### config.mk
export PLATFORM = sky130hd
export DESIGN_NAME = tmr_timer1
export DESIGN_NICKNAME = d
export VERILOG_FILES = /design/src/design/tmr_pkg.sv /design/src/design/tmr_pin_if.sv /design/src/design/tmr_pin_sync.sv /design/src/design/tmr_timer1.sv
export SDC_FILE = /design/constraint.sdc
export NUM_CORES = 1
export LEC_CHECK = 0
export BUFFER_PORTS_ARGS = -buffer_cell sky130_fd_sc_hd__buf_2
export CAP_MARGIN = 25
export CORE_UTILIZATION = 50
export CTS_CLUSTER_DIAMETER = 120
export DETAILED_ROUTE_END_ITERATION = 10
export HOLD_SLACK_MARGIN = 0.08
export MAX_ROUTING_LAYER = met4
export PLACE_DENSITY = 0.76
export SYNTH_ARGS = -nofsm -noshare
export SYNTH_HDL_FRONTEND = slang
export SYNTH_SLANG_ARGS = --single-unit
### constraint.sdc
create_clock -name clk_i -period 2.85 [get_ports clk_i]
set_input_delay 0.1425 -clock clk_i [delete_from_list [all_inputs] [get_ports clk_i]]
set_output_delay 0.1425 -clock clk_i [all_outputs]
set_load 0.1 [all_outputs]
### src/design/tmr_pkg.sv
package tmr_pkg;

  // register indices on the plain register port
  localparam logic [1:0] TMR_MODE_ADDR = 2'h0;
  localparam logic [1:0] TMR_CTRL_ADDR = 2'h1;
  localparam logic [1:0] TMR_CNT_LO_ADDR = 2'h2;
  localparam logic [1:0] TMR_CNT_HI_ADDR = 2'h3;

  // timer mode register fields, upper nibble is this timer
  localparam int TMR_MODE_GATE_BIT = 7;
  localparam int TMR_MODE_CT_BIT = 6;
  localparam int TMR_MODE_HI_BIT = 5;
  localparam int TMR_MODE_LO_BIT = 4;
  localparam int TMR_MODE_T0_HI_BIT = 1;
  localparam int TMR_MODE_T0_LO_BIT = 0;

  // timer control register fields owned by this timer
  localparam int TMR_CTRL_OVF_BIT = 7;
  localparam int TMR_CTRL_RUN_BIT = 6;
  localparam int TMR_CTRL_IRQF_BIT = 3;
  localparam int TMR_CTRL_TYPE_BIT = 2;

  // reset values
  localparam logic [7:0] TMR_MODE_RST = 8'h00;
  localparam logic [7:0] TMR_CTRL_RST = 8'h00;
  localparam logic [7:0] TMR_CNT_RST = 8'h00;

  // internal timing clock is the peripheral clock divided by six
  localparam int TMR_TICK_DIV = 6;
  localparam logic [2:0] TMR_TICK_LAST = 3'(TMR_TICK_DIV - 1);

  // mode 0 prescaler wraps at 32
  localparam logic [4:0] TMR_PRESC_MAX = 5'h1f;
  localparam logic [7:0] TMR_BYTE_MAX = 8'hff;

  // operating modes from the two mode-select bits
  typedef enum logic [1:0] {
    TMR_MODE_13BIT,
    TMR_MODE_16BIT,
    TMR_MODE_RELOAD,
    TMR_MODE_HALT
  } tmr_mode_e;

endpackage : tmr_pkg

### src/design/tmr_pin_if.sv
`timescale 1ns/1ps
// synchronised pin level and its falling-edge pulse
interface tmr_pin_if;
  logic level;
  logic fall;
  modport src (output level, output fall);
  modport dst (input level, input fall);
endinterface : tmr_pin_if

### src/design/tmr_pin_sync.sv
`timescale 1ns/1ps
module tmr_pin_sync
  import tmr_pkg::*;
(
  // clock and reset
  input wire logic clk_i,
  input wire logic srst_i,
  // asynchronous pin
  input wire logic pin_i,
  // synchronised result
  tmr_pin_if.src sync_o
);

  logic meta_q;
  logic sync_q;
  logic last_q;

  // two-flop synchroniser, then one stage for edge detection
  always_ff @(posedge clk_i) begin
    if (srst_i) begin
      meta_q <= 1'b1;
      sync_q <= 1'b1;
      last_q <= 1'b1;
    end else begin
      meta_q <= pin_i;
      sync_q <= meta_q;
      last_q <= sync_q;
    end
  end

  // one pulse per falling edge
  assign sync_o.level = sync_q;
  assign sync_o.fall = last_q & ~sync_q;

endmodule : tmr_pin_sync

### src/design/tmr_timer1.sv
`timescale 1ns/1ps
// Notes on behaviour
// - mode 0 is a 13-bit count, five low bits of the low byte prescale by 32 into the high byte, upper three low bits kept.
// - mode 1 cascades low and high bytes into one 16-bit counter.
// - mode 2 counts the low byte only and on overflow sets the flag and reloads it from the unchanged high byte.
// - mode 3 halts the count and holds its value.
// - gate, timer-or-counter select and the mode bits sit in the upper nibble of the mode register.
// - overflow flag, run bit, external flag and type bit sit at bits 7, 6, 3 and 2 of the control register.
// - with the gate bit clear the count advances only while the run bit is set or timer 0 is in mode 3.
// - with gate and run both set the external interrupt 1 pin level decides whether counting proceeds.
// - a wrap from all ones to all zeros sets the overflow flag and requests an interrupt.
// - the count source is the internal timing tick or external events, chosen by the select bit.
// - when timer 0 is in mode 3 it owns the overflow flag and run bit of this timer.
// - every overflow of this timer is offered to the serial port as a baud tick.
module tmr_timer1
  import tmr_pkg::*;
(
  // clock and reset
  input wire logic clk_i,
  input wire logic srst_i,
  // register port
  input wire logic [1:0] reg_addr_i,
  input wire logic [7:0] reg_wdata_i,
  input wire logic reg_we_i,
  input wire logic reg_re_i,
  output logic [7:0] reg_rdata_o,
  // pins
  input wire logic count_event_pin_i,
  input wire logic external_irq1_pin_i,
  // timer 0 side
  input wire logic t0_high_ovf_i,
  output logic [3:0] t0_mode_o,
  output logic t0_run_bit_o,
  // core interrupt side
  input wire logic ovf_ack_i,
  input wire logic ext1_ack_i,
  output logic ovf_irq_o,
  output logic ext1_irq_o,
  // serial port baud source
  output logic baud_tick_o
);

  // register state
  logic [7:0] timer_mode_reg_q;
  logic overflow_flag_q;
  logic run_bit_q;
  logic external_irq1_flag_q;
  logic external_irq1_type_q;
  logic [7:0] count_low_byte_q;
  logic [7:0] count_high_byte_q;
  logic [7:0] rdata_q;
  logic baud_tick_q;

  // divider state
  logic [2:0] tick_cnt_q;
  logic tick_en;

  // decoded fields
  logic pin_gate_bit;
  logic counter_timer_select;
  logic mode_select_hi;
  logic mode_select_lo;
  tmr_mode_e mode;
  logic t0_in_mode3;

  // counting terms
  logic src_pulse;
  logic run_eff;
  logic gate_ok;
  logic count_en;
  logic wrap;
  logic [7:0] count_low_byte_d;
  logic [7:0] count_high_byte_d;

  // write strobes per register
  logic wr_mode;
  logic wr_ctrl;
  logic wr_lo;
  logic wr_hi;

  // synchronised pins
  tmr_pin_if evt_pin ();
  tmr_pin_if irq_pin ();

  // external count pin
  tmr_pin_sync u_evt_sync (
    .clk_i (clk_i),
    .srst_i (srst_i),
    .pin_i (count_event_pin_i),
    .sync_o (evt_pin.src)
  );

  // external interrupt 1 pin
  tmr_pin_sync u_irq_sync (
    .clk_i (clk_i),
    .srst_i (srst_i),
    .pin_i (external_irq1_pin_i),
    .sync_o (irq_pin.src)
  );

  // field decode from the upper nibble of the mode register
  assign pin_gate_bit = timer_mode_reg_q[TMR_MODE_GATE_BIT];
  assign counter_timer_select = timer_mode_reg_q[TMR_MODE_CT_BIT];
  assign mode_select_hi = timer_mode_reg_q[TMR_MODE_HI_BIT];
  assign mode_select_lo = timer_mode_reg_q[TMR_MODE_LO_BIT];
  assign mode = tmr_mode_e'({mode_select_hi, mode_select_lo});

  // timer 0 mode 3 detection from the lower nibble
  assign t0_in_mode3 = timer_mode_reg_q[TMR_MODE_T0_HI_BIT] &
                       timer_mode_reg_q[TMR_MODE_T0_LO_BIT];

  // register write decode
  always_comb begin
    wr_mode = 1'b0;
    wr_ctrl = 1'b0;
    wr_lo = 1'b0;
    wr_hi = 1'b0;
    if (reg_we_i && reg_addr_i == TMR_MODE_ADDR) begin
      wr_mode = 1'b1;
    end else if (reg_we_i && reg_addr_i == TMR_CTRL_ADDR) begin
      wr_ctrl = 1'b1;
    end else if (reg_we_i && reg_addr_i == TMR_CNT_LO_ADDR) begin
      wr_lo = 1'b1;
    end else if (reg_we_i && reg_addr_i == TMR_CNT_HI_ADDR) begin
      wr_hi = 1'b1;
    end
  end

  // divide-by-six internal timing tick
  always_ff @(posedge clk_i) begin
    if (srst_i) begin
      tick_cnt_q <= 3'h0;
    end else if (tick_cnt_q == TMR_TICK_LAST) begin
      tick_cnt_q <= 3'h0;
    end else begin
      tick_cnt_q <= tick_cnt_q + 3'h1;
    end
  end

  assign tick_en = (tick_cnt_q == TMR_TICK_LAST);

  // count source: timing tick or external falling edge
  assign src_pulse = counter_timer_select ? evt_pin.fall : tick_en;

  // timer 0 in mode 3 takes the run bit, so this one runs free
  assign run_eff = t0_in_mode3 ? 1'b1 : run_bit_q;

  // gate: pin high lets counting proceed
  assign gate_ok = ~pin_gate_bit | irq_pin.level;

  // overall increment enable, halted in mode 3
  assign count_en = src_pulse & run_eff & gate_ok &
                    (mode != TMR_MODE_HALT);

  // next count and wrap per mode
  always_comb begin
    count_low_byte_d = count_low_byte_q;
    count_high_byte_d = count_high_byte_q;
    wrap = 1'b0;
    case (mode)
      TMR_MODE_13BIT: begin
        count_low_byte_d[4:0] = count_low_byte_q[4:0] + 5'h01;
        if (count_low_byte_q[4:0] == TMR_PRESC_MAX) begin
          count_high_byte_d = count_high_byte_q + 8'h01;
          wrap = (count_high_byte_q == TMR_BYTE_MAX);
        end
      end
      TMR_MODE_16BIT: begin
        count_low_byte_d = count_low_byte_q + 8'h01;
        if (count_low_byte_q == TMR_BYTE_MAX) begin
          count_high_byte_d = count_high_byte_q + 8'h01;
          wrap = (count_high_byte_q == TMR_BYTE_MAX);
        end
      end
      TMR_MODE_RELOAD: begin
        if (count_low_byte_q == TMR_BYTE_MAX) begin
          count_low_byte_d = count_high_byte_q;
          wrap = 1'b1;
        end else begin
          count_low_byte_d = count_low_byte_q + 8'h01;
        end
      end
      default: begin
        wrap = 1'b0;
      end
    endcase
  end

  // mode register, both nibbles
  always_ff @(posedge clk_i) begin
    if (srst_i) begin
      timer_mode_reg_q <= TMR_MODE_RST;
    end else if (wr_mode) begin
      timer_mode_reg_q <= reg_wdata_i;
    end
  end

  // low count byte, software write beats counting
  always_ff @(posedge clk_i) begin
    if (srst_i) begin
      count_low_byte_q <= TMR_CNT_RST;
    end else if (wr_lo) begin
      count_low_byte_q <= reg_wdata_i;
    end else if (count_en) begin
      count_low_byte_q <= count_low_byte_d;
    end
  end

  // high count byte, never touched by the reload
  always_ff @(posedge clk_i) begin
    if (srst_i) begin
      count_high_byte_q <= TMR_CNT_RST;
    end else if (wr_hi) begin
      count_high_byte_q <= reg_wdata_i;
    end else if (count_en) begin
      count_high_byte_q <= count_high_byte_d;
    end
  end

  // run bit and type bit, software owned
  always_ff @(posedge clk_i) begin
    if (srst_i) begin
      run_bit_q <= TMR_CTRL_RST[TMR_CTRL_RUN_BIT];
      external_irq1_type_q <= TMR_CTRL_RST[TMR_CTRL_TYPE_BIT];
    end else if (wr_ctrl) begin
      run_bit_q <= reg_wdata_i[TMR_CTRL_RUN_BIT];
      external_irq1_type_q <= reg_wdata_i[TMR_CTRL_TYPE_BIT];
    end
  end

  // overflow flag: own wrap, or timer 0 high overflow in its mode 3
  always_ff @(posedge clk_i) begin
    if (srst_i) begin
      overflow_flag_q <= TMR_CTRL_RST[TMR_CTRL_OVF_BIT];
    end else if (t0_in_mode3 ? t0_high_ovf_i : (count_en & wrap)) begin
      overflow_flag_q <= 1'b1;
    end else if (wr_ctrl) begin
      overflow_flag_q <= reg_wdata_i[TMR_CTRL_OVF_BIT];
    end else if (ovf_ack_i) begin
      overflow_flag_q <= 1'b0;
    end
  end

  // external interrupt 1 flag: edge latched or level followed
  always_ff @(posedge clk_i) begin
    if (srst_i) begin
      external_irq1_flag_q <= TMR_CTRL_RST[TMR_CTRL_IRQF_BIT];
    end else if (!external_irq1_type_q) begin
      external_irq1_flag_q <= ~irq_pin.level;
    end else if (irq_pin.fall) begin
      external_irq1_flag_q <= 1'b1;
    end else if (wr_ctrl) begin
      external_irq1_flag_q <= reg_wdata_i[TMR_CTRL_IRQF_BIT];
    end else if (ext1_ack_i) begin
      external_irq1_flag_q <= 1'b0;
    end
  end

  // baud tick on every own overflow, flag ownership aside
  always_ff @(posedge clk_i) begin
    if (srst_i) begin
      baud_tick_q <= 1'b0;
    end else begin
      baud_tick_q <= count_en & wrap;
    end
  end

  // read data, valid the cycle after the strobe only
  always_ff @(posedge clk_i) begin
    if (srst_i) begin
      rdata_q <= 8'h00;
    end else if (!reg_re_i) begin
      rdata_q <= 8'h00;
    end else if (reg_addr_i == TMR_MODE_ADDR) begin
      rdata_q <= timer_mode_reg_q;
    end else if (reg_addr_i == TMR_CTRL_ADDR) begin
      rdata_q <= {overflow_flag_q, run_bit_q, 2'b00,
                  external_irq1_flag_q, external_irq1_type_q, 2'b00};
    end else if (reg_addr_i == TMR_CNT_LO_ADDR) begin
      rdata_q <= count_low_byte_q;
    end else begin
      rdata_q <= count_high_byte_q;
    end
  end

  // outputs
  assign reg_rdata_o = rdata_q;
  assign t0_mode_o = timer_mode_reg_q[3:0];
  assign t0_run_bit_o = run_bit_q;
  assign ovf_irq_o = overflow_flag_q & ~t0_in_mode3;
  assign ext1_irq_o = external_irq1_flag_q;
  assign baud_tick_o = baud_tick_q;

endmodule : tmr_timer1

# Word level (Yosys, flattened, before mapping)
# Index checks and enable logic that the tools add are counted.
dict set report op_classes {
  addsub 4
  n_eq_ne 13
  n_mux 37
  bitwise 14
  reduce_logical 17
}
# operator count
set ops {}
lappend ops {{$mux W8} 10}
lappend ops {{$mux W1} 23}
lappend ops {{$add A8 B1 Y8 const B} 2}
lappend ops {{$eq A8 B8 Y1 const B} 2}
lappend ops {{$pmux W8 S2} 1}
lappend ops {{$pmux W5 S3} 1}
lappend ops {{$reduce_bool A3 Y1} 3}
lappend ops {{$and A1 B1 Y1} 8}
lappend ops {{$eq A2 B2 Y1 const B} 3}
lappend ops {{$ne A3 B3 Y1 const B} 2}
lappend ops {{$pmux W3 S2} 1}
lappend ops {{$add A5 B1 Y5 const B} 1}
lappend ops {{$eq A5 B5 Y1 const B} 1}
lappend ops {{$not A1 Y1} 5}
lappend ops {{$eq A2 B1 Y1 const B} 2}
lappend ops {{$logic_and A1 B1 Y1} 4}
lappend ops {{$logic_not A2 Y1} 2}
lappend ops {{$ne A4 B2 Y1 const B} 1}
lappend ops {{$reduce_and A2 Y1} 2}
lappend ops {{$reduce_and A4 Y1} 1}
lappend ops {{$reduce_bool A2 Y1} 2}
lappend ops {{$reduce_bool A4 Y1} 1}
lappend ops {{$reduce_or A2 Y1} 2}
lappend ops {{$add A3 B1 Y3 const B} 1}
lappend ops {{other kinds (4)} 4}
dict set report totals {
  register_bits 46
  in_bits 19
  output_inout_bits 16
  word_cells 102
}

# Longest topological paths before layout
# Gate-level depths: netlist of run 1.
dict set report logic_depth {
  ltp_word 9
  ltp_mapped 9
  depth_no_buf 8
}

# By module
# Synthesis of run 1 repeated with hierarchy kept, for this count alone.
dict set report unflattened {
  cells_unflattened 286
  hier_area_um2 2529.9
}
# mod instances cells_per_inst area_per_inst_um2
set by_module_without_submodules {}
lappend by_module_without_submodules {tmr_timer1 1 272 2359.8}
lappend by_module_without_submodules {tmr_pin_sync 2 7 85.1}

# Worst setup path before layout of run 1
# OpenSTA, ideal clock, no wires.
dict set report synth_timing {
  path_kind {reg-to-reg}
  from {register run_bit_q (netlist: t0_run_bit_o)}
  to {register count_high_byte_q[5]}
  setup_time_ns 0.091
  arrival_ns 2.595
  required_ns 2.759
  slack_ns 0.164
  stages_incl_launch_ff 7
  n_path_buf 1
  cell_sequence {dfxtp_1 a21oi_1 a2111o_1 or3_1 clkbuf_2 or4_1 a311oi_1}
}
dict set report synth_between {
  elab_chain_len 6
}
# element line
set synth_rtl {}
lappend synth_rtl {{start: declaration} tmr_timer1.sv:46} ;# logic run_bit_q;
lappend synth_rtl {{start signal: assignment} tmr_timer1.sv:223} ;# run_bit_q <= TMR_CTRL_RST[TMR_CTRL_RUN_BIT];
lappend synth_rtl {{start signal: assignment} tmr_timer1.sv:226} ;# run_bit_q <= reg_wdata_i[TMR_CTRL_RUN_BIT];
lappend synth_rtl {{$mux W1} tmr_timer1.sv:146} ;# assign run_eff = t0_in_mode3 ? 1'b1 : run_bit_q;
lappend synth_rtl {{$and A1 B1 Y1 (3 in series)} tmr_timer1.sv:152} ;# assign count_en = src_pulse & run_eff & gate_ok &
lappend synth_rtl {{$reduce_bool A2 Y1 (no line)} -}
lappend synth_rtl {{$reduce_and A4 Y1 (no line)} -}
lappend synth_rtl {{end signal: assignment} tmr_timer1.sv:214} ;# count_high_byte_q <= reg_wdata_i;
lappend synth_rtl {{end signal: assignment} tmr_timer1.sv:216} ;# count_high_byte_q <= count_high_byte_d;
lappend synth_rtl {{end: declaration} tmr_timer1.sv:50} ;# logic [7:0] count_high_byte_q;
# No other way between the ends.
# A chain may end at the register's enable or synchronous reset.

# Worst setup path in the final report of run 1
dict set report layout_timing {
  from {register count_low_byte_q[0]}
  to {register count_high_byte_q[5]}
}
dict set report layout_between {
  elab_chain_len 3
}
# element line
set layout_rtl {}
lappend layout_rtl {{start: declaration} tmr_timer1.sv:49} ;# logic [7:0] count_low_byte_q;
lappend layout_rtl {{start signal: assignment} tmr_timer1.sv:203} ;# count_low_byte_q <= reg_wdata_i;
lappend layout_rtl {{start signal: assignment} tmr_timer1.sv:205} ;# count_low_byte_q <= count_low_byte_d;
lappend layout_rtl {{$eq A8 B8 Y1 or $eq A5 B5 Y1 (tied branches)} {tmr_timer1.sv:170, tmr_timer1.sv:163}}
lappend layout_rtl {{$ne A3 B3 Y1 (no line)} -}
lappend layout_rtl {{$reduce_and A4 Y1 (no line) *} -}
# Mark *: on every way between the ends. The rest lies on a longest branch, timed or not.

==> metrics.md, run 1 <==
| Metric | Value |
|---|---|
| Post-route DRC | 0 |
| Antenna viol nets, final | 0 |
| Number of synthesized flops with an enable pin | 0 |
| Cell row count | 25 |
| DRT Wirelength | 6060 µm |
| CP max stage delay | 490 ps |
| Final Total Pwr | 1.36 mW |
| Post-synth net total | 309 |
| Max-slew violation count | 0 |
| Vias per inst | 5.68 |
| Most used DFF post-synth | dfxtp_1 |
| Yosys warns | 0 |
| Post-CTS Setup Inserts | 0 |
| CTS Buf Count | 5 |
| Vias | 2,137 |
| Seq cells post-synth | 46 |
| Slew Limit Headroom | 54.8% |
| CP Cell Sequence | ha_1 -> nand3_1 -> inv_1 -> ha_1 -> nor2b_1 -> or3_1 -> or4_1 -> a311oi_1 |
| Clock Path Buffers | 2 |
| Pwr per Cell Area | 488 nW/µm² |
| PortBufs | 34 |
| H-tree depth | 2 |
| Largest net degree at the start of global routing | 42 |
| Yosys cell types | 48 |
| CP dominant cell by count | ha_1 |
| Die W | 72.3 µm |
| First-pass GRT wire length | 10,000 µm |
| Wire per inst | 16.1 µm |
| Final hold violation count | 0 |
| CTS tree | yes |
| Cell area after synthesis | 2470 µm² |
| Final period utilization | 90.1% |
| Pleak | 1.11 nW |
| Cell count after synthesis | 280 |
| Ratio of cells with drive above 1 in the final layout | 19.7% |
| Worst skew pair latency | 300 ps |
| Post-CTS Resized | 0 |
| Fin nets | 337 |
| # clock sinks | 46 |
| CORE AREA | 4720 µm² |
| DP HPWL | 4420 µm |
| Status | finished clean |
| Initial drt markers | 186 |
| Crit. End Element | flip-flop |
| # IOs | 35 |
| Seq/Total Area, Yosys | 37.3% |
| Placed cells | 366 |
| Crit path kind | reg2reg |
| Gr usage total | 26.2% |
| Final setup violation count | 0 |
| Crit Path Max Fanout | 8 |
| Diodes inserted | 0 |
| Clk Tree Root Cell | clkbuf_8 |
| Die area | 5220 µm² |
| Hold WC Path Type | in2reg |
| Asr flop ratio synth | 0% |
| Vias in the first global route | 2,043 |
| CP max-delay cell | or4_1 |
| Final non-filler cell total | 376 |
| DR pass1 iterations | 4 |
| Area growth syn-to-layout | 13.2% |
| Peak supply drop | 0.303 mV |
| Max Fclk | 389 MHz |
| Worst Path Required | 3070 ps |
| Hold_buf cts | 2 |
| Antenna violations before repair | 0 |
| Worst EP arrival | 2790 ps |
| Critical Path Start Type | flip-flop |
| RSZ-0062 raised after global routing | false |
| Die Ht | 72.3 µm |
| Clk slew on worst S/H paths | 90 ps |
| GP Congestion | 0.991 |
| Measured slew at the worst slew-check pin | 678 ps |
| Setup TNS | 0 ps |
| Clock Skews | 3.35 ps |
| Max-capacitance violation count | 0 |
| Fin util | 59.2% |
| Mapped Avg Cell Area | 8.82 µm² |
| Post-route minimum period | 2570 ps |
| GRT overflow | 0 |
| Initial Utilization | 52.3% |
| WHS | 109 ps |
[worst paths after layout]
check / start / end / slack (ps) / cells after the start
worst max-delay path: count_low_byte_q[0] / count_high_byte_q[5] / 280 / 8
worst min-delay path: reg_wdata_i[3] / timer_mode_reg_q[3] / 110 / 3
worst max register to register: count_low_byte_q[0] / count_high_byte_q[5] / 280 / 8
worst min register to register: u_evt_sync.meta_q / u_evt_sync.sync_o.level / 420 / 1
[per-layer routing]
layer  track usage [%]  up-vias  wire [µm]  part of all wire (%)
li1                  -     1058          -                     -
met4              10.7        0        173                   2.9
met3              4.03       15        231                   3.8
met5                 -        -          0                     0
met2              42.5       60       2860                    47
met1              32.6     1004       2790                    46
[report_power, final]
part | internal (mW) | total, mW | switching, mW
clock network | 0.263 | 0.501 | 0.238
logic | 0.0625 | 0.172 | 0.110
registers | 0.665 | 0.690 | 0.0253
total | 0.990 | 1.36 | 0.373
[state kept, by name, indices dropped and copies added, names as in the netlist, 3 cells and up]
name	cells
tick_cnt_q	3
timer_mode_reg_q	8
count_high_byte_q	8
count_low_byte_q	8
reg_rdata_o	8
[layout make-up]
class	instances	area, µm²
Multi-Input combinational cell	205	1420
Sequential cell	46	921
Inverter	11	41.3
Clock buffer	5	68.8
Timing Repair Buffer	39	213
Tap cell	67	83.8
Fill cell	432	1930
Clock inverter	3	43.8
[cells in the mapped netlist, types with 5 or more instances]
library cell  number  area share (%)
nor2_1            41             6.2
clkbuf_1          11             1.7
nor4_1             5             1.3
xnor2_1            7             2.5
ha_1              10             5.1
nand3b_1           5             1.5
mux2i_1           14             5.7
nor2b_1            9             2.3
a211oi_1           6             1.8
a21oi_1           16             3.2
nand2b_1          10             2.5
dfxtp_1           46              37
nand2_1            5            0.76
nand3_1            8             1.6
inv_1             11             1.7
or2_2              6             1.5
o21ai_0            8             1.6
[cell usage in the layout (no fill, tap or decap), types with 6 or more instances in the layout]
master     n
inv_1     11
a211oi_1   6
or2_2      6
dfxtp_1   46
a21oi_1   16
xnor2_1    7
nor2b_1    9
buf_2     34
mux2i_1   14
nand2b_1  10
nand3_1    8
o21ai_0    8
nor2_1    41
ha_1      10
[metrics by stage]
step           cell area, µm²  worst slack [ps]
6_report                 2790               282
5_1_grt                  2790              3.54
4_1_cts                  2790               286
3_5_place_dp             2660               350
3_3_place_gp             2660               411
2_1_floorplan            2470               164
[critical path: cells and delay by family, from the launching register on]
| kind | cells | cell delay, ps |
|---|---|---|
| AND/OR/NAND/NOR | 4 | 1160 |
| flip-flops | 1 | 450 |
| adder cells (fa/ha/maj) | 2 | 400 |
| AO/OA/AOI/OAI | 1 | 250 |
| buffers and inverters | 1 | 220 |
[logic make-up (layout without fill, tap and decap cells)]
kind of cell,count (synthesis),count (layout),share of synthesized area (%)
flops,46,46,37.3
buf+inv,29,58,5.07
xor+xnor,9,9,3.19
compound gates,61,61,17.0
mux,20,20,10.2
simple gates,105,105,22.1
fa+ha+maj,10,10,5.07
Note: power is estimated with default switching activity, not from simulation.
==> run 2, diff against run 1 <==
Settings changed: PLACE_DENSITY 0.76 to 0.78.
==> run 2 against run 1 <==
Sequential power about the same; sequential cell count unchanged; count of clock-buffer cells in the layout unchanged; critical path depth unchanged; die area unchanged; core utilization down 0.16 points; largest cell class unchanged; total power down 0.53%; critical path type unchanged; via count down 0.23%.
==> metrics.md, run 2 (same netlist as run 1, synthesis figures left out) <==
| Metric | Value |
|---|---|
| Pwr per Cell Area | 487 nW/µm² (-0.26%) |
| CP Buf/Inv Count | 1 (unchanged) |
| Die Ht | 72.3 µm (unchanged) |
| Area after DPL | 2650 µm² (-0.28%) |
| Final setup violation count | 0 (unchanged) |
| Clock Path Buffers | 2 (unchanged) |
| Sequential group share of total power | 50.9% (+0.3 points) |
| H-tree depth | 2 (unchanged) |
| Clk Tree Root Cell | clkbuf_8 |
| Slew Limit Headroom | 55.7% (+0.94 points) |
| CP dominant cell by count | ha_1 |
| GP Congestion | 0.933 (-5.9%) |
| Crit. End Element | flip-flop |
| CP max-delay cell | or4_1 |
| Worst Path Required | 3060 ps (about the same) |
| Die area | 5220 µm² (unchanged) |
| Largest net degree at the start of global routing | 42 (unchanged) |
| Reg-to-Reg Start | count_low_byte_q[0] |
| Vias per inst | 5.69 (about the same) |
| Vias in the first global route | 2,054 (+0.54%) |
| Initial drt markers | 166 (-11%) |
| Commonest cells after routing, fill and taps aside | dfxtp_1, nor2_1, buf_2 |
| Crit Path Max Fanout | 8 (unchanged) |
| # clock sinks | 46 (unchanged) |
| Critical Path Start Type | flip-flop |
| DP HPWL | 4400 µm (-0.48%) |
| Combinational power share | 12.6% (about the same) |
| Initial Utilization | 52.3% (unchanged) |
| Pleak | 1.10 nW (-0.39%) |
| Final period utilization | 92.3% (+2.2 points) |
| First-pass GRT wire length | 9760 µm (-2.5%) |
| Post-route minimum period | 2630 ps (+62.9 ps) |
| Clk slew on worst S/H paths | 90 ps (about the same) |
| Commonest non-fill, non-tap cell in the layout | dfxtp_1 |
| Worst r2r path cells | 8 (unchanged) |
| Gr usage total | 25.4% (-0.79 points) |
| Filler cells | 442 (+2.3%) |
| Hold Startpoint | reg_wdata_i[3] |
| Placed cells | 365 (-0.27%) |
| CORE AREA | 4720 µm² (unchanged) |
| Worst skew pair latency | 310 ps (about the same) |
| Crit path kind | reg2reg |
| Hold Path Cell Cnt | 3 (unchanged) |
| # IOs | 35 (unchanged) |
| Antenna violations before repair | 0 (unchanged) |
| Cell row count | 25 (unchanged) |
| Reg2reg setup slack | 220 ps (-60 ps) |
| Measured slew at the worst slew-check pin | 664 ps (-14.1 ps) |
| DRT Wirelength | 5880 µm (-2.9%) |
| Final instance area | 2790 µm² (-0.27%) |
| Setup TNS | 0 ps (unchanged) |
| CTS Buf Count | 5 (unchanged) |
| Switching share of power | 27.0% (-0.32 points) |
| Reg-to-reg endpoint | count_high_byte_q[5] |
| Antenna viol nets, final | 0 (unchanged) |
| Diodes inserted | 0 (unchanged) |
| Final non-filler cell total | 375 (-0.27%) |
| WHS | 96.4 ps (-13.0 ps) |
| Hold WC Path Type | in2reg |
| Hold EP | timer_mode_reg_q[3] |
| CTS tree | yes |
| PortBufs | 34 (unchanged) |
| Final hold violation count | 0 (unchanged) |
| Top Family by Delay on Critical Path | simple AND/OR/NAND/NOR gates |
| CP max stage delay | 480 ps (about the same) |
| Fin nets | 336 (-0.30%) |
| GRT overflow | 0 (unchanged) |
| Wire per inst | 15.7 µm (-2.6%) |
| Post-CTS Setup Inserts | 0 (unchanged) |
| Post-route DRC | 0 (unchanged) |
| Switching pwr | 0.366 mW (-1.7%) |
| Max-capacitance violation count | 0 (unchanged) |
| Vias | 2,132 (-0.23%) |
| Die W | 72.3 µm (unchanged) |
| Clock network fraction of total power | 36.5% (-0.2 points) |
| Final Total Pwr | 1.36 mW (-0.53%) |
| Clock Skews | 7.15 ps (+3.79 ps) |
| Int Pwr | 0.989 mW (about the same) |
| Max-slew violation count | 0 (unchanged) |
| CP Cell Sequence | ha_1 -> nand3_1 -> inv_1 -> ha_1 -> nor2b_1 -> or3_1 -> or4_1 -> a311oi_1 |
| Status | finished clean |
| DR pass1 iterations | 4 (unchanged) |
| Peak supply drop | 0.617 mV (+100%) |
| Max Fclk | 380 MHz (-2.4%) |
| Worst EP arrival | 2840 ps (+50 ps) |
| Levels on crit path | 8 (unchanged) |
| Ratio of cells with drive above 1 in the final layout | 19.5% (-0.26 points) |
| Area growth syn-to-layout | 12.9% |
| RSZ-0062 raised after global routing | false |
## run 2: worst reg2reg max path, delay by kind of cell, from the launching register on
| kind | cells | cell delay (ps) |
|---|---|---|
| fa+ha+maj | 2 | 420 |
| buf+inv | 1 | 220 |
| compound gates | 1 | 290 |
| simple gates | 4 | 1140 |
| flops | 1 | 460 |
## run 2: power by group through the flow
stage	clock, mW	sequential [mW]	combinational [mW]
after global routing	0.528	0.693	0.186
after CTS	0.505	0.690	0.171
after floorplan	0	0.713	0.113
after detailed placement	0	0.705	0.168
after global placement	0	0.704	0.165
final	0.495	0.690	0.171
## run 2: worst max path at each step
stage,endpoint,startpoint,slack [ps]
2_1_floorplan,count_high_byte_q[5],t0_run_bit_o,160
3_3_place_gp,count_high_byte_q[5],count_low_byte_q[0],430
3_5_place_dp,count_high_byte_q[5],count_low_byte_q[0],340
4_1_cts,count_high_byte_q[5],count_low_byte_q[0],290
5_1_grt,count_high_byte_q[5],count_low_byte_q[0],90
6_report,count_high_byte_q[5],count_low_byte_q[0],220
## run 2: what timing repair did
item                                   4_1_cts  5_1_grt
hold buffers                                 2        0
endpoints found under the hold margin        2        0
gates resized for setup                      0        0
## run 2: stage by stage
stage                     util (%)  setup WS (ps)
after detailed placement      56.2            343
after global routing          59.0           85.8
final                         59.0            219
after CTS                     59.0            288
after floorplan                  -            164
after global placement        56.2            428
## run 2: area by class of cell
cell class	count	area, µm²	share of cell area, %
Clock inverter	3	43.8	1.57
Sequential cell	46	921	33.0
Multi-Input combinational cell	205	1420	51.1
Timing Repair Buffer	38	205	7.36
Inverter	11	41.3	1.48
Tap cell	67	83.8	3.01
Clock buffer	5	68.8	2.47
## run 2: per-layer routing
layer  vias to the layer above  wire [µm]  GRT usage, %
li1                       1053          -             -
met1                       991       2650          32.3
met2                        76       2750          40.4
met3                        12        328          4.31
met4                         0        159          9.80
met5                         -          0             -
